`config.mk`:
```
export PLATFORM = sky130hd
export DESIGN_NAME = pps_regs
export DESIGN_NICKNAME = d
export VERILOG_FILES = /design/src/logic/pps_pkg.sv /design/src/logic/pps_regs.sv
export VERILOG_INCLUDE_DIRS = /design/src /design/src/logic
export SDC_FILE = /design/constraint.sdc
export NUM_CORES = 1
export LEC_CHECK = 0
export ABC_AREA = 1
export BUFFER_PORTS_ARGS = -buffer_cell sky130_fd_sc_hd__buf_2
export CORE_UTILIZATION = 30
export DETAILED_ROUTE_END_ITERATION = 6
export GPL_ROUTABILITY_DRIVEN = 0
export PLACE_DENSITY = 0.7
export SKIP_LAST_GASP = 1
export SLEW_MARGIN = 10
export SYNTH_ARGS = -nofsm -noshare
export SYNTH_HDL_FRONTEND = slang
export SYNTH_SLANG_ARGS = --single-unit
```
`constraint.sdc`:
```
create_clock -name pclk -period 0.8 [get_ports pclk]
set_input_delay 0.16 -clock pclk [delete_from_list [all_inputs] [get_ports pclk]]
set_output_delay 0.16 -clock pclk [all_outputs]
set_load 0.02 [all_outputs]
```
`src/logic/pps_defs.svh`:
```
// Purpose: Constants for the port power source select register bank
// Assumes: APB byte addresses, 32-bit data, registers in the low byte
// Notes: Offsets are byte addresses of aligned words
`ifndef PPS_DEFS_SVH
`define PPS_DEFS_SVH

`define PPS_ADDR_W 16
`define PPS_PORT4_OFFSET 16'h3C0C
`define PPS_PORT5_OFFSET 16'h3C10
`define PPS_CFG_RESET 8'h00
`define PPS_BIT_SHARED_PIN 7
`define PPS_BIT_RESERVED 6
`define PPS_BIT_DISABLED 5
`define PPS_BIT_FIXED_DEV 4
`define PPS_CODE_MSB 3
`define PPS_CODE_LSB 0
`define PPS_WR_MASK 8'hBF

`endif

```
`src/logic/pps_pkg.sv`:
```
// Purpose: Types for the port power source select register bank
// Assumes: Constants live in pps_defs.svh
// Notes: Codes outside the enum are reserved
package pps_pkg;

    typedef enum logic [3:0] {
        PPS_SRC_OFF = 4'h0,
        PPS_SRC_USB2 = 4'h1,
        PPS_SRC_USB3 = 4'h2,
        PPS_SRC_EITHER = 4'h3,
        PPS_SRC_GPIO = 4'h4
    } pps_code_e;

    // One port register image
    typedef struct packed {
        logic shared_pin;
        logic reserved;
        logic port_disabled;
        logic fixed_attached_device;
        logic [3:0] power_source_code;
    } pps_cfg_s;

    // Per-port decoded outputs
    typedef struct packed {
        logic power_on;
        logic shared_pin;
        logic port_disabled;
        logic fixed_attached_device;
    } pps_port_s;

endpackage : pps_pkg

```
`src/logic/pps_regs.sv`:
```
// Purpose: APB register bank selecting the power source of ports 4 and 5
// Assumes: Sources come from other clock domains or pins and are synchronised
// Notes: Zero-wait APB slave, unmapped addresses read zero and raise pslverr
//
// Notes on behaviour
// Bit 7 chooses shared or separate pins
// Bit 5 marks port permanently disabled
// Bit 4 marks non-removable attached device
// Code 0000b keeps port power off
// Codes 1,2,3 follow USB2, USB3, either
// Code 0100b follows designated GPIO line
// Software writes only the five defined codes
// Settings loaded once, not changed dynamically
// Flag bits set before hub enumerates
// Bit 6 reserved and read-only
// Reserved codes keep port power off
`timescale 1ns/1ps
`include "pps_defs.svh"

module pps_regs
    import pps_pkg::*;
#(
    parameter int NPORT = 2
) (
    // APB
    input wire logic pclk,
    input wire logic presetn,
    input wire logic psel,
    input wire logic penable,
    input wire logic pwrite,
    input wire logic [31:0] paddr,
    input wire logic [31:0] pwdata,
    input wire logic [3:0] pstrb,
    output logic [31:0] prdata,
    output logic pready,
    output logic pslverr,
    // Power sources, index 0 is port 4
    input wire logic usb2_power_on,
    input wire logic usb3_power_on,
    input wire logic [NPORT-1:0] gpio_power_on,
    // Per-port results
    output pps_port_s [NPORT-1:0] port_out
);

////////////////////////////////////////////////////////////////////////////////
// Declarations
////////////////////////////////////////////////////////////////////////////////

    localparam int NSRC = NPORT + 2;

    logic [NSRC-1:0] src_in;
    logic [NSRC-1:0] src_seen;
    logic usb2_seen;
    logic usb3_seen;
    logic [NPORT-1:0] gpio_seen;
    pps_cfg_s [NPORT-1:0] cfg_all;
    logic [NPORT-1:0] hit;
    logic [NPORT-1:0] wr_en;
    logic setup;
    logic access;
    logic upper_zero;
    logic mapped;
    logic [31:0] rdata_nxt;

////////////////////////////////////////////////////////////////////////////////
// Source synchronisers
////////////////////////////////////////////////////////////////////////////////

    // Bit 0 is USB2 power, bit 1 USB3 power, the rest one GPIO line per port
    assign src_in = {gpio_power_on, usb3_power_on, usb2_power_on};

    genvar s;
    generate
        for (s = 0; s < NSRC; s++) begin : g_sync
            logic meta_r;
            logic sync_r;

            // Only the second stage is read; the first may be metastable
            always_ff @(posedge pclk or negedge presetn) begin
                if (!presetn) begin
                    meta_r <= 1'b0;
                    sync_r <= 1'b0;
                end else begin
                    meta_r <= src_in[s];
                    sync_r <= meta_r;
                end
            end

            assign src_seen[s] = sync_r;
        end
    endgenerate

    assign usb2_seen = src_seen[0];
    assign usb3_seen = src_seen[1];
    assign gpio_seen = src_seen[NSRC-1:2];

////////////////////////////////////////////////////////////////////////////////
// Bus decode
////////////////////////////////////////////////////////////////////////////////

    assign setup = psel && !penable;
    assign access = psel && penable;
    assign upper_zero = (paddr[31:`PPS_ADDR_W] == '0);
    assign mapped = |hit;

////////////////////////////////////////////////////////////////////////////////
// Port registers
////////////////////////////////////////////////////////////////////////////////

    genvar g;
    generate
        for (g = 0; g < NPORT; g++) begin : g_port
            localparam logic [`PPS_ADDR_W-1:0] OFS =
                `PPS_ADDR_W'(`PPS_PORT4_OFFSET + 4 * g);
            pps_cfg_s cfg_r;
            logic power_nxt;
            logic power_r;
            logic shared_r;
            logic disabled_r;
            logic fixed_r;

            assign hit[g] = upper_zero && (paddr[`PPS_ADDR_W-1:0] == OFS);
            // Byte lane 0 carries the register; other lanes are ignored
            assign wr_en[g] = access && pwrite && hit[g] && pstrb[0];
            assign cfg_all[g] = cfg_r;

            // Reserved bit is masked so it always reads zero
            always_ff @(posedge pclk or negedge presetn) begin
                if (!presetn) begin
                    cfg_r <= `PPS_CFG_RESET;
                end else if (wr_en[g]) begin
                    cfg_r <= pwdata[7:0] & `PPS_WR_MASK;
                end
            end

            // Reserved codes fall to the default and leave the port unpowered
            always_comb begin
                case (pps_code_e'(cfg_r.power_source_code))
                    PPS_SRC_OFF: power_nxt = 1'b0;
                    PPS_SRC_USB2: power_nxt = usb2_seen;
                    PPS_SRC_USB3: power_nxt = usb3_seen;
                    PPS_SRC_EITHER: power_nxt = usb2_seen | usb3_seen;
                    PPS_SRC_GPIO: power_nxt = gpio_seen[g];
                    default: power_nxt = 1'b0;
                endcase
            end

            always_ff @(posedge pclk or negedge presetn) begin
                if (!presetn) begin
                    power_r <= 1'b0;
                end else begin
                    power_r <= power_nxt;
                end
            end

            always_ff @(posedge pclk or negedge presetn) begin
                if (!presetn) begin
                    shared_r <= 1'b0;
                end else begin
                    shared_r <= cfg_r.shared_pin;
                end
            end

            always_ff @(posedge pclk or negedge presetn) begin
                if (!presetn) begin
                    disabled_r <= 1'b0;
                end else begin
                    disabled_r <= cfg_r.port_disabled;
                end
            end

            always_ff @(posedge pclk or negedge presetn) begin
                if (!presetn) begin
                    fixed_r <= 1'b0;
                end else begin
                    fixed_r <= cfg_r.fixed_attached_device;
                end
            end

            assign port_out[g] = {power_r, shared_r, disabled_r, fixed_r};
        end
    endgenerate

////////////////////////////////////////////////////////////////////////////////
// Read-back and response
////////////////////////////////////////////////////////////////////////////////

    // Picked up in the setup cycle so it stands through the access cycle
    always_comb begin
        rdata_nxt = 32'h0000_0000;
        for (int i = 0; i < NPORT; i++) begin
            if (hit[i]) begin
                rdata_nxt = {24'h00_0000, cfg_all[i]};
            end
        end
    end

    always_ff @(posedge pclk or negedge presetn) begin
        if (!presetn) begin
            prdata <= 32'h0000_0000;
        end else if (setup && !pwrite) begin
            prdata <= rdata_nxt;
        end
    end

    always_ff @(posedge pclk or negedge presetn) begin
        if (!presetn) begin
            pready <= 1'b0;
        end else begin
            pready <= setup;
        end
    end

    always_ff @(posedge pclk or negedge presetn) begin
        if (!presetn) begin
            pslverr <= 1'b0;
        end else begin
            pslverr <= setup && !mapped;
        end
    end

endmodule : pps_regs

```
# == Word-level counts from Yosys, hierarchy flattened ==
# Index checks and enable logic that the tools add are counted.
# totals
regBits,64
inputBits,77
# classes
eq_ne,10
mux,4
n_bitwise,1
reduce_logical,16
# op_table
cell,count
$eq A16 B14 Y1 const B,2
$eq A4 B2 Y1 const B,4
$logic_not A16 Y1,1
$mux W8,2
$logic_and A1 B1 Y1,11
$eq A4 B1 Y1 const B,2
$eq A4 B3 Y1 const B,2
$pmux W1 S4,2
$logic_not A1 Y1,3
$reduce_or A2 Y1,1
$or A1 B1 Y1,1

# == Longest topological paths before layout ==
# Gate-level depths: netlist (run 1).
# logic_depth
word_depth,5
mapped_depth,10

# == Worst setup path before layout (run 1) ==
# OpenSTA, ideal clock, no wires.
# synth_timing
path_kind,input-to-reg
startpoint,input port paddr[28]
endpoint,"register g_port[0].cfg_r, in the netlist cfg_all[1]"
setup_time_ns,0.117
arrival_ns,0.940
required_ns,0.683
slack_ns,-0.256
cell_stages,8
cell_sequence,inv_1 nand2_1 nor2_4 nand4_4 nor2_8 nand2_4 nand2_1 nand2_1
# synth_between
elab_chain_len,4
# synth_lines
element,line_no,rtl
from (decl),pps_regs.sv:31,"input wire logic [31:0] paddr,"
$logic_not A16 Y1,pps_regs.sv:103,assign upper_zero = (paddr[31:`PPS_ADDR_W] == '0);
$logic_and A1 B1 Y1,pps_regs.sv:122,assign hit[g] = upper_zero && (paddr[`PPS_ADDR_W-1:0] == OFS);
$logic_and A1 B1 Y1 (2 in a row),pps_regs.sv:124,assign wr_en[g] = access && pwrite && hit[g] && pstrb[0];
to (signal assigned),pps_regs.sv:130,cfg_r <= `PPS_CFG_RESET;
to (signal assigned),pps_regs.sv:132,cfg_r <= pwdata[7:0] & `PPS_WR_MASK;
to (decl),pps_regs.sv:115,pps_cfg_s cfg_r;
# No other way between the ends.
# A chain may end at the register's enable or synchronous reset.

# == Worst setup path after layout (run 1) ==
# layout_timing
startpoint,register pslverr
endpoint,output port pslverr
# layout_lines
element,line_no,rtl
from (decl),pps_regs.sv:36,"output logic pslverr,"
from (signal assigned),pps_regs.sv:218,pslverr <= setup && !mapped;
# No word-level cell between the ends.

==> results, run 1 <==
- The floorplan step set the die height to 87.0 µm.
- The clock transition at the registers of the reported paths is around 0.08 ns.
- The clock skew is approximately 0.0086 ns.
- The element type at the critical path end is an output port.
- For this run, the detailed router's first-pass iteration total came to 4.
- The kind of path behind the tightest hold check is primary input to register.
- The checks that failed: negative setup slack.
- Dividing total power by cell area gives a power density of 1190 mW/mm².
- The slack of the worst reg-to-reg path is -0.14 ns.
- In the final layout, the share of cells above drive strength 1 is 0.524.
- Across the VDD grid, the largest voltage drop is 0.563 mV.
- The first routing iteration left 73 violations.
- Detailed routing inserted a total of ~1.8k vias.
- Synthesis inferred 39 register bits.
- For this run, the register share of the synthesized area comes to 0.450.
- In this run the worst path has a maximum fanout of 1.
- The filler cells instantiated in the layout total 679.
- The non-filler instance count after layout is 451.
- The worst path in the final design needs a cycle of just over 1 ns, including I/O delays and setup.
- The region available for standard cell placement spans slightly below 0.007 mm².
- The wire length of the first global-routing pass is between 7000 and 8000 µm.
- The clock tree root driver cell is clkbuf_8.
- Based on the critical path, the design can be clocked at up to ~1000 MHz.
- The number of routed nets with antenna violations is 0.
- The H-tree depth is 2.
- In the post-route analysis, the smallest setup slack over all paths is -0.207 ns.
- Among cell families on the critical path, the largest total delay comes from flip-flops.
- After legalization and detailed placement, the total HPWL measured 3390 µm.
- The initial utilization of the core area, before any placement, comes to 0.314.
- TritonCTS built the clock tree.
- By area the synthesized netlist is led by dfrtp_1 (45%), nand2_1 (14%), buf_4 (11%), nand3_1 (6.5%), inv_1 (5.0%).
- Data on the critical path is required at its endpoint by approximately 0.64 ns.
- The post-synthesis cell area is ~0.0022 mm².
- The final hold violation count is 0.
- During placement, the flow inserted port buffers numbering 65.
- The endpoint arrival time on the critical path is 0.85 ns.
- Clock tree synthesis inserted a total of 5 buffers.
- The count of antenna diodes in the layout is 0.
- After detailed routing, the total wire length is between 4000 and 5000 µm.
- Synthesis handed over a netlist of 255 instances.
- The number of buffers and inverters on the critical path is 1.
- The static leakage power is between 1.5 and 2 nW.
- The netlist uses 20 different library cells.
- The count of endpoints failing setup in the final report is 41.
- The library cells used most frequently in the layout, excluding fill and tap cells, are nand2_1 (66), buf_2 (41), dfrtp_1 (39), conb_1 (25), buf_6 (25).
- The overall routing resource usage is 0.131.
- The area share of the leading cell type in the synthesized netlist is 0.450.
- Entering global routing, the biggest net connects 40 pins.
- The initial antenna violation count is 0.
- The overall die width is 87.0 µm.
- In this run, placement finished with an instance count of between 400 and 500.
- For this run, design rule violations remaining after detail routing come to 0.
- The total grt overflow is 0.
- The top cell type by total area after synthesis is dfrtp_1.
- The largest incremental delay on the critical path is slightly above 0.4 ns.
- The total of max-cap violations is 0.
- The count of final max-slew check failures is 0.
- The clock latency of the later-clocked register in the worst-skew pair is 0.30 ns.
- The via count of the first global-routing pass came to 1726.
- Dividing the synthesized area by the synthesized cell count gives roughly 8.5 µm².
- The run finished, with violations left.
- The die area is 0.00758 mm².
- OpenSTA, run right after detailed placement, puts the worst setup slack at -0.495 ns.
- The worst setup path is launched from a register.
- The slowest stage of the critical path belongs to the cell dfrtp_1.
- The number of warning messages in the yosys log is 0.
- Counting along the longest clock path gives a buffer depth of 2.
- The post-synthesis to final-layout area growth is 50.9%.
- After floorplanning, the core was divided into 30 placement rows.
- Setup repair after global routing could not meet its margin everywhere.
- The worst setup path is of the register to output port kind.
- The total number of nets in the final design is 431.
- In the routed layout, each cell is associated on average with a via count of 4.03.
- The library cell used most frequently in the layout, excluding fill and tap cells, is nand2_1.
- about 120 I/O pins were placed.
- The critical path goes through buf_6.
- The final clock period utilization by the worst path is 1.26.
- The TritonCTS sink count is 39.
- After detailed routing, the average wire length per cell comes to slightly above 10 µm.
- The final worst hold slack is approximately 0.025 ns.
[synth_stat cells]
master / n
nand2_1: 80
dfrtp_1: 39
buf_4: 33
inv_1: 29
nand3_1: 28
nor2_1: 9
nor2_4: 8
nand2_2: 5
nand2_4: 5
nor2_8: 3
a21oi_1: 2
a221oi_1: 2
buf_6: 2
inv_2: 2
nor2_2: 2
nor3_2: 2
clkinv_2: 1
conb_1: 1
nand4_4: 1
nor3_1: 1
[area by class of cell]
class                           count  area [µm²]  share of cell area
Clock buffer                        5        68.8              0.0210
Clock inverter                      3        20.0             0.00612
Inverter                           32         175              0.0535
Multi-Input combinational cell    175        1080               0.330
Sequential cell                    39         976               0.298
Tap cell                           96         120              0.0367
Timing Repair Buffer              101         832               0.254
[cell families (layout without fill, tap and decap cells)]
group                  after synthesis  count (layout)  share of synthesized area
AND/OR/NAND/NOR                    144             146                      0.355
other                                1              25                    0.00173
buffers and inverters               67             141                      0.181
AO/OA/AOI/OAI                        4               4                     0.0127
flip-flops                          39              39                      0.450
[final timing paths]
check,from,to,depth (start not counted)
min reg2reg,g_sync[2].meta_r$_DFF_PN0_,g_sync[2].sync_r$_DFF_PN0_,0
min,penable,pready$_DFF_PN0_,2
max,pslverr$_DFF_PN0_,pslverr,1
max in group asynchronous,presetn,g_sync[2].meta_r$_DFF_PN0_,3
min in group asynchronous,presetn,g_port[1].power_r$_DFF_PN0_,3
max reg2reg,cfg_all[8]$_DFFE_PN0P_,g_port[1].power_r$_DFF_PN0_,3
[timing repair]
item                                    4_1_cts  5_1_grt
endpoints found under the setup margin       41       41
setup buffers                                11        6
cloned                                        2        0
hold endpoints to repair                     43        0
pin swaps                                    27       13
resized for setup                            59       12
hold buffers                                  5        0
[worst register-to-register path, stage by stage, from the launching register on]
cell      delay [ns]
dfrtp_1         0.41
nor2_1          0.12
nand2_1         0.07
a221oi_2        0.25
[flip-flops by register name (all words and copies together), names as in the netlist]
name and flops:
prdata 7, g_port.shared_r 2, pslverr 1, cfg_all 14, g_port.disabled_r 2, pready 1
g_sync.sync_r 4, g_port.power_r 2, g_sync.meta_r 4, g_port.fixed_r 2
[routing by layer]
layer / global-route usage / share of wire / vias up / wire (µm)
met5: 0 / 0 / - / 0
met4: 0.0606 / 0.018 / 0 / 83
met3: 0.0332 / 0.052 / 7 / 242
met2: 0.221 / 0.50 / 66 / 2330
met1: 0.157 / 0.43 / 828 / 2000
li1: - / - / 916 / -
[power breakdown]
part	switching, mW	total, mW	internal [mW]
combinational	0.350	0.575	0.226
sequential	0.0102	2.01	2.00
clock	0.707	1.31	0.606
[metrics by stage]
stage / instance area (µm²) / utilization / TNS [ns] / total power, mW
global placement: 2740 / 0.396 / -9.90 / 2.54
global route: 3270 / 0.474 / -7.99 / 4.07
finish: 3270 / 0.474 / -5.65 / 3.89
floorplan: 2400 / - / -4.97 / 2.40
CTS: 3190 / 0.462 / -5.92 / 3.92
detailed placement: 2740 / 0.396 / -10.43 / 2.55
Power figures use the tool's default switching activity.
==> run 2, diff against run 1 <==
--- a/config.mk
+++ b/config.mk
@@ -8,10 +8,10 @@
 export LEC_CHECK = 0
 export ABC_AREA = 1
 export BUFFER_PORTS_ARGS = -buffer_cell sky130_fd_sc_hd__buf_2
-export CORE_UTILIZATION = 30
+export CORE_UTILIZATION = 40
 export DETAILED_ROUTE_END_ITERATION = 6
 export GPL_ROUTABILITY_DRIVEN = 0
-export PLACE_DENSITY = 0.7
+export PLACE_DENSITY = 0.86
 export SKIP_LAST_GASP = 1
 export SLEW_MARGIN = 10
 export SYNTH_ARGS = -nofsm -noshare
==> run 2 against run 1 <==
- the run still ends with negative setup slack left
- count of clock-buffer cells in the layout unchanged
- setup slack got worse by 0.028 ns
- cell area is 5.4% higher
- register-to-register slack improved by 0.02 ns
- global-route usage rose by 6.1 points
- worst hold slack better by 0.0058 ns
- critical path depth grew 8
- total power up 18%
- flip-flop and latch count unchanged
- critical endpoint is now cfg_all[0]$_DFFE_PN0P_
- largest cell class unchanged
==> results, run 2 (synthesis results as in run 1) <==
- In the post-route analysis, the smallest setup slack over all paths is -0.235 ns.
- The share of post-route cells with drive strength above 1 is 0.606.
- The overall die width is 75.6 µm.
- After layout, the design draws a total of 4.60 mW.
- The count of endpoints failing setup in the final report is ~40.
- The leading cell type in the layout, fill and taps excluded is nand2_1.
- Data arrives at the worst endpoint at ~1.2 ns.
- In the final design database the tool counted between 400 and 500 nets.
- The H-tree generated during clock tree synthesis spans 2 levels.
- The worst setup path is launched from a primary input.
- 0 antenna diodes ended up in the layout.
- The element type at the critical path end is a register.
- The required time at the endpoint of the critical path is 0.98 ns.
- After detailed routing, the number of remaining DRC violations is 0.
- The routed layout has between 1.5k and 2k vias.
- For this run, the share of the core covered by cells in the final layout is 0.667.
- In this design, the critical path's most frequently occurring cell is nand2_4.
- In this run, CTS created clock tree buffers numbering 5.
- The starting density of the core is 0.419.
- The number of I/O pins is 119.
- In this design, the stage delay of the slowest critical-path cell is roughly 0.24 ns.
- The count of final max-slew check failures is 0.
- Clock-pin slew was measured on the worst setup and hold paths at roughly 0.090 ns.
- The floorplan has 26 rows.
- In this run the remaining antenna-violating nets after routing total 0.
- The maximum achievable frequency is between 900 and 1000 MHz.
- The total half-perimeter wirelength after legalization and detailed placement is 3170 µm.
- In this run the vertical extent of the chip is 75.6 µm.
- The region available for standard cell placement spans roughly 0.0052 mm².
- The routed wire length is 5310 µm.
- The CTS tree is yes.
- The worst ir drop on vdd is 0.842 mV.
- The count of buffers inserted at the top-level ports is 65.
- The power density over the cells is between 1000 and 1500 mW/mm².
- By startpoint and endpoint, the worst setup path is classified as primary input to register.
- The cell family contributing the most delay on the critical path is simple AND/OR/NAND/NOR gates.
- The die area is about 0.0057 mm².
- The peak fanout along the critical path is 7.
- In the routed layout, each cell is associated on average with a via count of 4.52.
- Walking the worst path, the cells encountered are buf_4 > nor2_4 > nand2_4 > nor3_4 > nand2_4 > nor2_8 > nand2_4 > nand2_2 > nand2_1.
- Global routing finished with a remaining overflow of 0.
- The checks that failed: negative setup slack.
- The first global-routing pass estimated between 8000 and 9000 µm of wire.
- The via count of the first global-routing pass was a little under 2k.
- The final hold violation count was 0.
- The minimum clock period after layout is a little over 1 ns.
- The overall routing resource usage is 0.192.
- The initial antenna violation count is 0.
- The number of DRC markers in iteration 0 is 100.
- The cell at the slowest stage of the critical path is nor3_4.
- The total of max-cap violations is 0.
- The number of iterations in the first detailed-routing pass is 4.
- For the worst-skew pair, the clock arrives at the later sink with an insertion delay of roughly 0.30 ns.
- The average wire per standard cell is 12.5 µm.
- The clock skew is about 0.017 ns.
- The kind of path behind the tightest hold check is primary input to register.
- From synthesis to final layout, the design area changed by 59.0%.
- Setup repair after global routing could not meet its margin everywhere.
- The register with the most flip-flops in the layout has 14 of them.
- The flow ran to the end, but the final reports show violations.
- The tree is rooted in a clkbuf_8.
- The maximum number of pins on one net before global-route repair is 40.
- The number of buffers and inverters on the critical path is 1.
- In the finished design, the share of the clock period the worst path needs comes to 1.29.
- The TritonCTS sink count is 39.
- The library cells used most frequently in the layout, excluding fill and tap cells, are nand2_1 (54), dfrtp_1 (39), buf_2 (32), buf_6 (32), buf_4 (26).
- The buffer depth of the longest clock path is 2.
- In this run the static leakage power is ~1.9 nW.
## run 2: cell types whose count changed in the layout (fill, tap and decap cells not counted), sizes merged
cell / delta
clkinvlp: -1
clkinv: +2
inv: -3
bufinv: +2
## run 2: final timing paths
path                                             from                            to  slack, ns  cells past startpoint
max                                          paddr[1]        cfg_all[0]$_DFFE_PN0P_      -0.24                      9
min                                           penable              pready$_DFF_PN0_       0.03                      2
max reg2reg                    cfg_all[8]$_DFFE_PN0P_   g_port[1].power_r$_DFF_PN0_      -0.12                      3
min reg2reg                g_sync[3].meta_r$_DFF_PN0_    g_sync[3].sync_r$_DFF_PN0_       0.35                      0
max in group asynchronous                     presetn    g_sync[2].meta_r$_DFF_PN0_       0.26                      3
min in group asynchronous                     presetn  g_port[0].shared_r$_DFF_PN0_       0.35                      3
## run 2: report_power, final
group / switching, mW / leakage, nW / total [mW] / internal (mW)
combinational: 0.387 / 1.30 / 0.651 / 0.264
sequential: 0.0105 / 0.524 / 2.01 / 2.00
clock: 0.695 / 0.0644 / 1.94 / 1.24
## run 2: what timing repair did
item,CTS,global route
hold buffers,5,0
setup buffers,12,8
cloned,2,0
pin swaps,27,42
hold endpoints to repair,43,0
endpoints found under the setup margin,41,41
gates resized for setup,71,62
## run 2: area by class of cell
cell class / instances / area, µm²
fill: 373 / 1720
multi-input combinational: 175 / 1210
sequential: 39 / 976
timing repair buffer: 101 / 866
inverter: 32 / 175
tap: 70 / 87.6
clock buffer: 5 / 68.8
clock inverter: 3 / 67.6
## run 2: metrics by stage
step	TNS [ns]	hold WS, ns	area [µm²]	std cells	setup slack [ns]
after global placement	-9.63	0.134	2660	391	-0.465
final	-6.72	0.0311	3450	425	-0.235
after floorplan	-4.97	-0.136	2400	279	-0.241
after global routing	-8.60	0.0449	3450	425	-0.268
after detailed placement	-10.36	0.138	2660	391	-0.506
after CTS	-5.91	0.0367	3210	418	-0.198
## run 2: per-layer routing
| layer | GRT usage | routed length, µm | vias up |
|---|---|---|---|
| li1 | - | - | 915 |
| met1 | 0.214 | 1940 | 912 |
| met2 | 0.350 | 2980 | 80 |
| met3 | 0.0384 | 260 | 13 |
| met4 | 0.0926 | 125 | 0 |
| met5 | 0 | 0 | - |
==> run 3, diff against run 2 <==
--- a/config.mk
+++ b/config.mk
@@ -8,10 +8,11 @@
 export LEC_CHECK = 0
 export ABC_AREA = 1
 export BUFFER_PORTS_ARGS = -buffer_cell sky130_fd_sc_hd__buf_2
+export CAP_MARGIN = 15
 export CORE_UTILIZATION = 40
 export DETAILED_ROUTE_END_ITERATION = 6
 export GPL_ROUTABILITY_DRIVEN = 0
-export PLACE_DENSITY = 0.86
+export PLACE_DENSITY_LB_ADDON = 0.2
 export SKIP_LAST_GASP = 1
 export SLEW_MARGIN = 10
 export SYNTH_ARGS = -nofsm -noshare
==> run 3 against run 2 <==
- the run still ends with negative setup slack left
- total power down 1.3%
- clock power about the same
- die area unchanged
- critical path type unchanged
- largest cell class unchanged
- highest routed layer is now met3
==> results, run 3 (synthesis results as in run 1) <==
- The clock transition at the registers of the reported paths is about 0.07 ns.
- The H-tree generated during clock tree synthesis spans 2 levels.
- The TritonCTS sink count is 39.
- The slowest stage of the critical path belongs to the cell nor3_4.
- After routing the design area is roughly 0.0033 mm².
- The setup path with the least slack is of type primary input to register.
- The fraction of power consumed by combinational cells is 0.135.
- The checks that failed: negative setup slack.
- The register with the most flip-flops in the layout has 14 of them.
- The routed wire length is 4430 µm.
- The wire length of the first global-routing pass is 7260 µm.
- Detailed routing inserted a total of 1812 vias.
- The die covers 0.00572 mm².
- The via count of the first global-routing pass is 1671.
- The final hold violation count is 0.
- For this run, the top clock speed supported by timing is 1010 MHz.
- The share of total power dissipated in sequential elements is 0.442.
- Traced cell by cell, the critical path runs through buf_6 > nor2_4 > nand2_4 > nor3_4 > nand2_4 > nor2_8 > nand2_4 > nand2_2 > nand2_1.
- The static leakage power is around 1.9 nW.
- The hold-critical path depth is 2.
- For the final routed database, the setup TNS stands at -6.16 ns.
- The run finished, with violations left.
- The worst setup path is captured at a register.
- Hold timing on the final database bottoms out at a slack of 0.0437 ns.
- The CTS tree is yes.
- The cell count along the critical path is 9.
- For this block, the initial DRC count from the detailed router was roughly 110.
- The kind of path behind the tightest hold check is primary input to register.
- The routed design could run at a clock period as short as roughly 0.99 ns.
- The cell that appears most often on the critical path is nand2_4.
- The design internal power is roughly 3.5 mW.
- The starting density of the core is 0.419.
- The clock skew is about 0.0028 ns.
- The peak fanout along the critical path is 7.
- After detailed routing, the average wire length per cell comes to approximately 11 µm.
- The floorplan has 26 rows.
- The logic depth of the worst register-to-register path is 3.
- The kind of launch point of the worst setup path is a primary input.
- The overall routing resource usage is 0.171.
- The required time at the endpoint of the critical path is 0.98 ns.
- The buffer depth of the longest clock path is 2.
- On the critical path the largest part of the delay comes from simple AND/OR/NAND/NOR gates.
- Dividing the final minimum period by the clock period gives 1.24.
- The count of fill cells added during filler insertion is around 440.
- The placed standard-cell area is approximately 0.0027 mm².
- For this run, the detailed router's first-pass iteration total came to 4.
- Counting both buffers and inverters, the worst setup path holds a total of 1.
- Dividing the detail-routed via count by the number of cells gives 4.32.
- The total number of nets in the final design is around 430.
- The post-synthesis to final-layout area growth is 52.5%.
- The count of buffers inserted at the top-level ports is 65.
- Setup violations remaining at the end of the flow were counted as 41.
- The number of clock buffers added by TritonCTS is 5.
- The total overflow left after global routing is 0.
- Setup repair after global routing could not meet its margin everywhere.
- The count of antenna diodes in the layout is 0.
- The minimum setup slack after placement is -0.492 ns.
- The worst setup margin is -0.193 ns.
- CTS placed an instance of clkbuf_8 at the clock tree root.
- The leading cell type in the layout, fill and taps excluded is nand2_1.
- The share of post-route cells with drive strength above 1 is 0.513.
- The worst ir drop on vdd is a little over 0.8 mV.
- The number of I/O pins is approximately 120.
- The largest incremental delay on the critical path is ~0.22 ns.
- The endpoint arrival time on the critical path is 1.17 ns.
- The die span in y is roughly 76 µm.
- Entering global routing, the biggest net connects 40 pins.
- After legalization and detailed placement, the total HPWL measured approximately 3100 µm.
- The clock latency of the later-clocked register in the worst-skew pair is approximately 0.29 ns.
- The count of final max-slew check failures was 0.
- In the layout the commonest cells are nand2_1 (65), dfrtp_1 (39), buf_6 (37), buf_2 (30), conb_1 (25).
- Of the total power, the share spent switching nets is 0.229.
- The number of remaining DRC errors is 0.
- The overall die width is between 70 and 80 µm.
- Dividing total power by cell area gives a power density of 1370 mW/mm².
- The share of total power dissipated in the clock network is 0.423.
- The initial antenna violation count was 0.
- The number of routed nets with antenna violations is 0.
- The total core area is 0.00517 mm².
- The power dissipated by switching net loads is around 1.0 mW.
- The total of max-cap violations is 0.
[run 3: final cells by class]
type | instances | area [µm²] | share of cell area
Tap cell | 70 | 87.6 | 0.0265
Sequential cell | 39 | 976 | 0.295
Inverter | 32 | 175 | 0.0529
Multi-Input combinational cell | 175 | 1110 | 0.336
Timing Repair Buffer | 95 | 827 | 0.250
Clock buffer | 6 | 72.6 | 0.0219
Clock inverter | 2 | 60.1 | 0.0181
[run 3: power by group through the flow]
| stage | Combinational [mW] | Clock (mW) | Sequential (mW) |
|---|---|---|---|
| floorplan | 0.354 | 0 | 2.05 |
| global placement | 0.492 | 0 | 2.04 |
| detailed placement | 0.501 | 0 | 2.04 |
| CTS | 0.601 | 1.96 | 2.01 |
| global route | 0.677 | 2.02 | 2.01 |
| finish | 0.612 | 1.92 | 2.01 |
[run 3: final timing paths]
path | slack [ns] | start | to
min in group asynchronous | 0.37 | presetn | g_port[0].fixed_r$_DFF_PN0_
worst max register to register | -0.11 | cfg_all[1]$_DFFE_PN0P_ | g_port[0].power_r$_DFF_PN0_
worst min-delay path | 0.04 | penable | pready$_DFF_PN0_
worst min register to register | 0.35 | g_sync[0].meta_r$_DFF_PN0_ | g_sync[0].sync_r$_DFF_PN0_
worst max-delay path | -0.19 | paddr[0] | cfg_all[13]$_DFFE_PN0P_
max in group asynchronous | 0.25 | presetn | cfg_all[7]$_DFFE_PN0P_
[run 3: repair_timing]
action,4_1_cts,5_1_grt
endpoints found under the setup margin,41,41
cloned,2,0
hold endpoints to repair,43,0
resized for setup,76,14
setup buffers,8,2
hold buffers,5,0
pin swaps,22,15
[run 3: routing by layer]
layer	part of all wire	track usage	up-vias
li1	-	-	906
met1	0.46	0.218	839
met3	0.039	0.0397	0
met5	0	0	-
met4	0	0.0432	0
met2	0.50	0.292	67
[run 3: stage by stage]
stage	util	power, mW	cells
floorplan	-	2.40	279
global placement	0.519	2.53	394
detailed placement	0.519	2.54	394
CTS	0.625	4.56	417
global route	0.640	4.71	419
finish	0.640	4.53	419
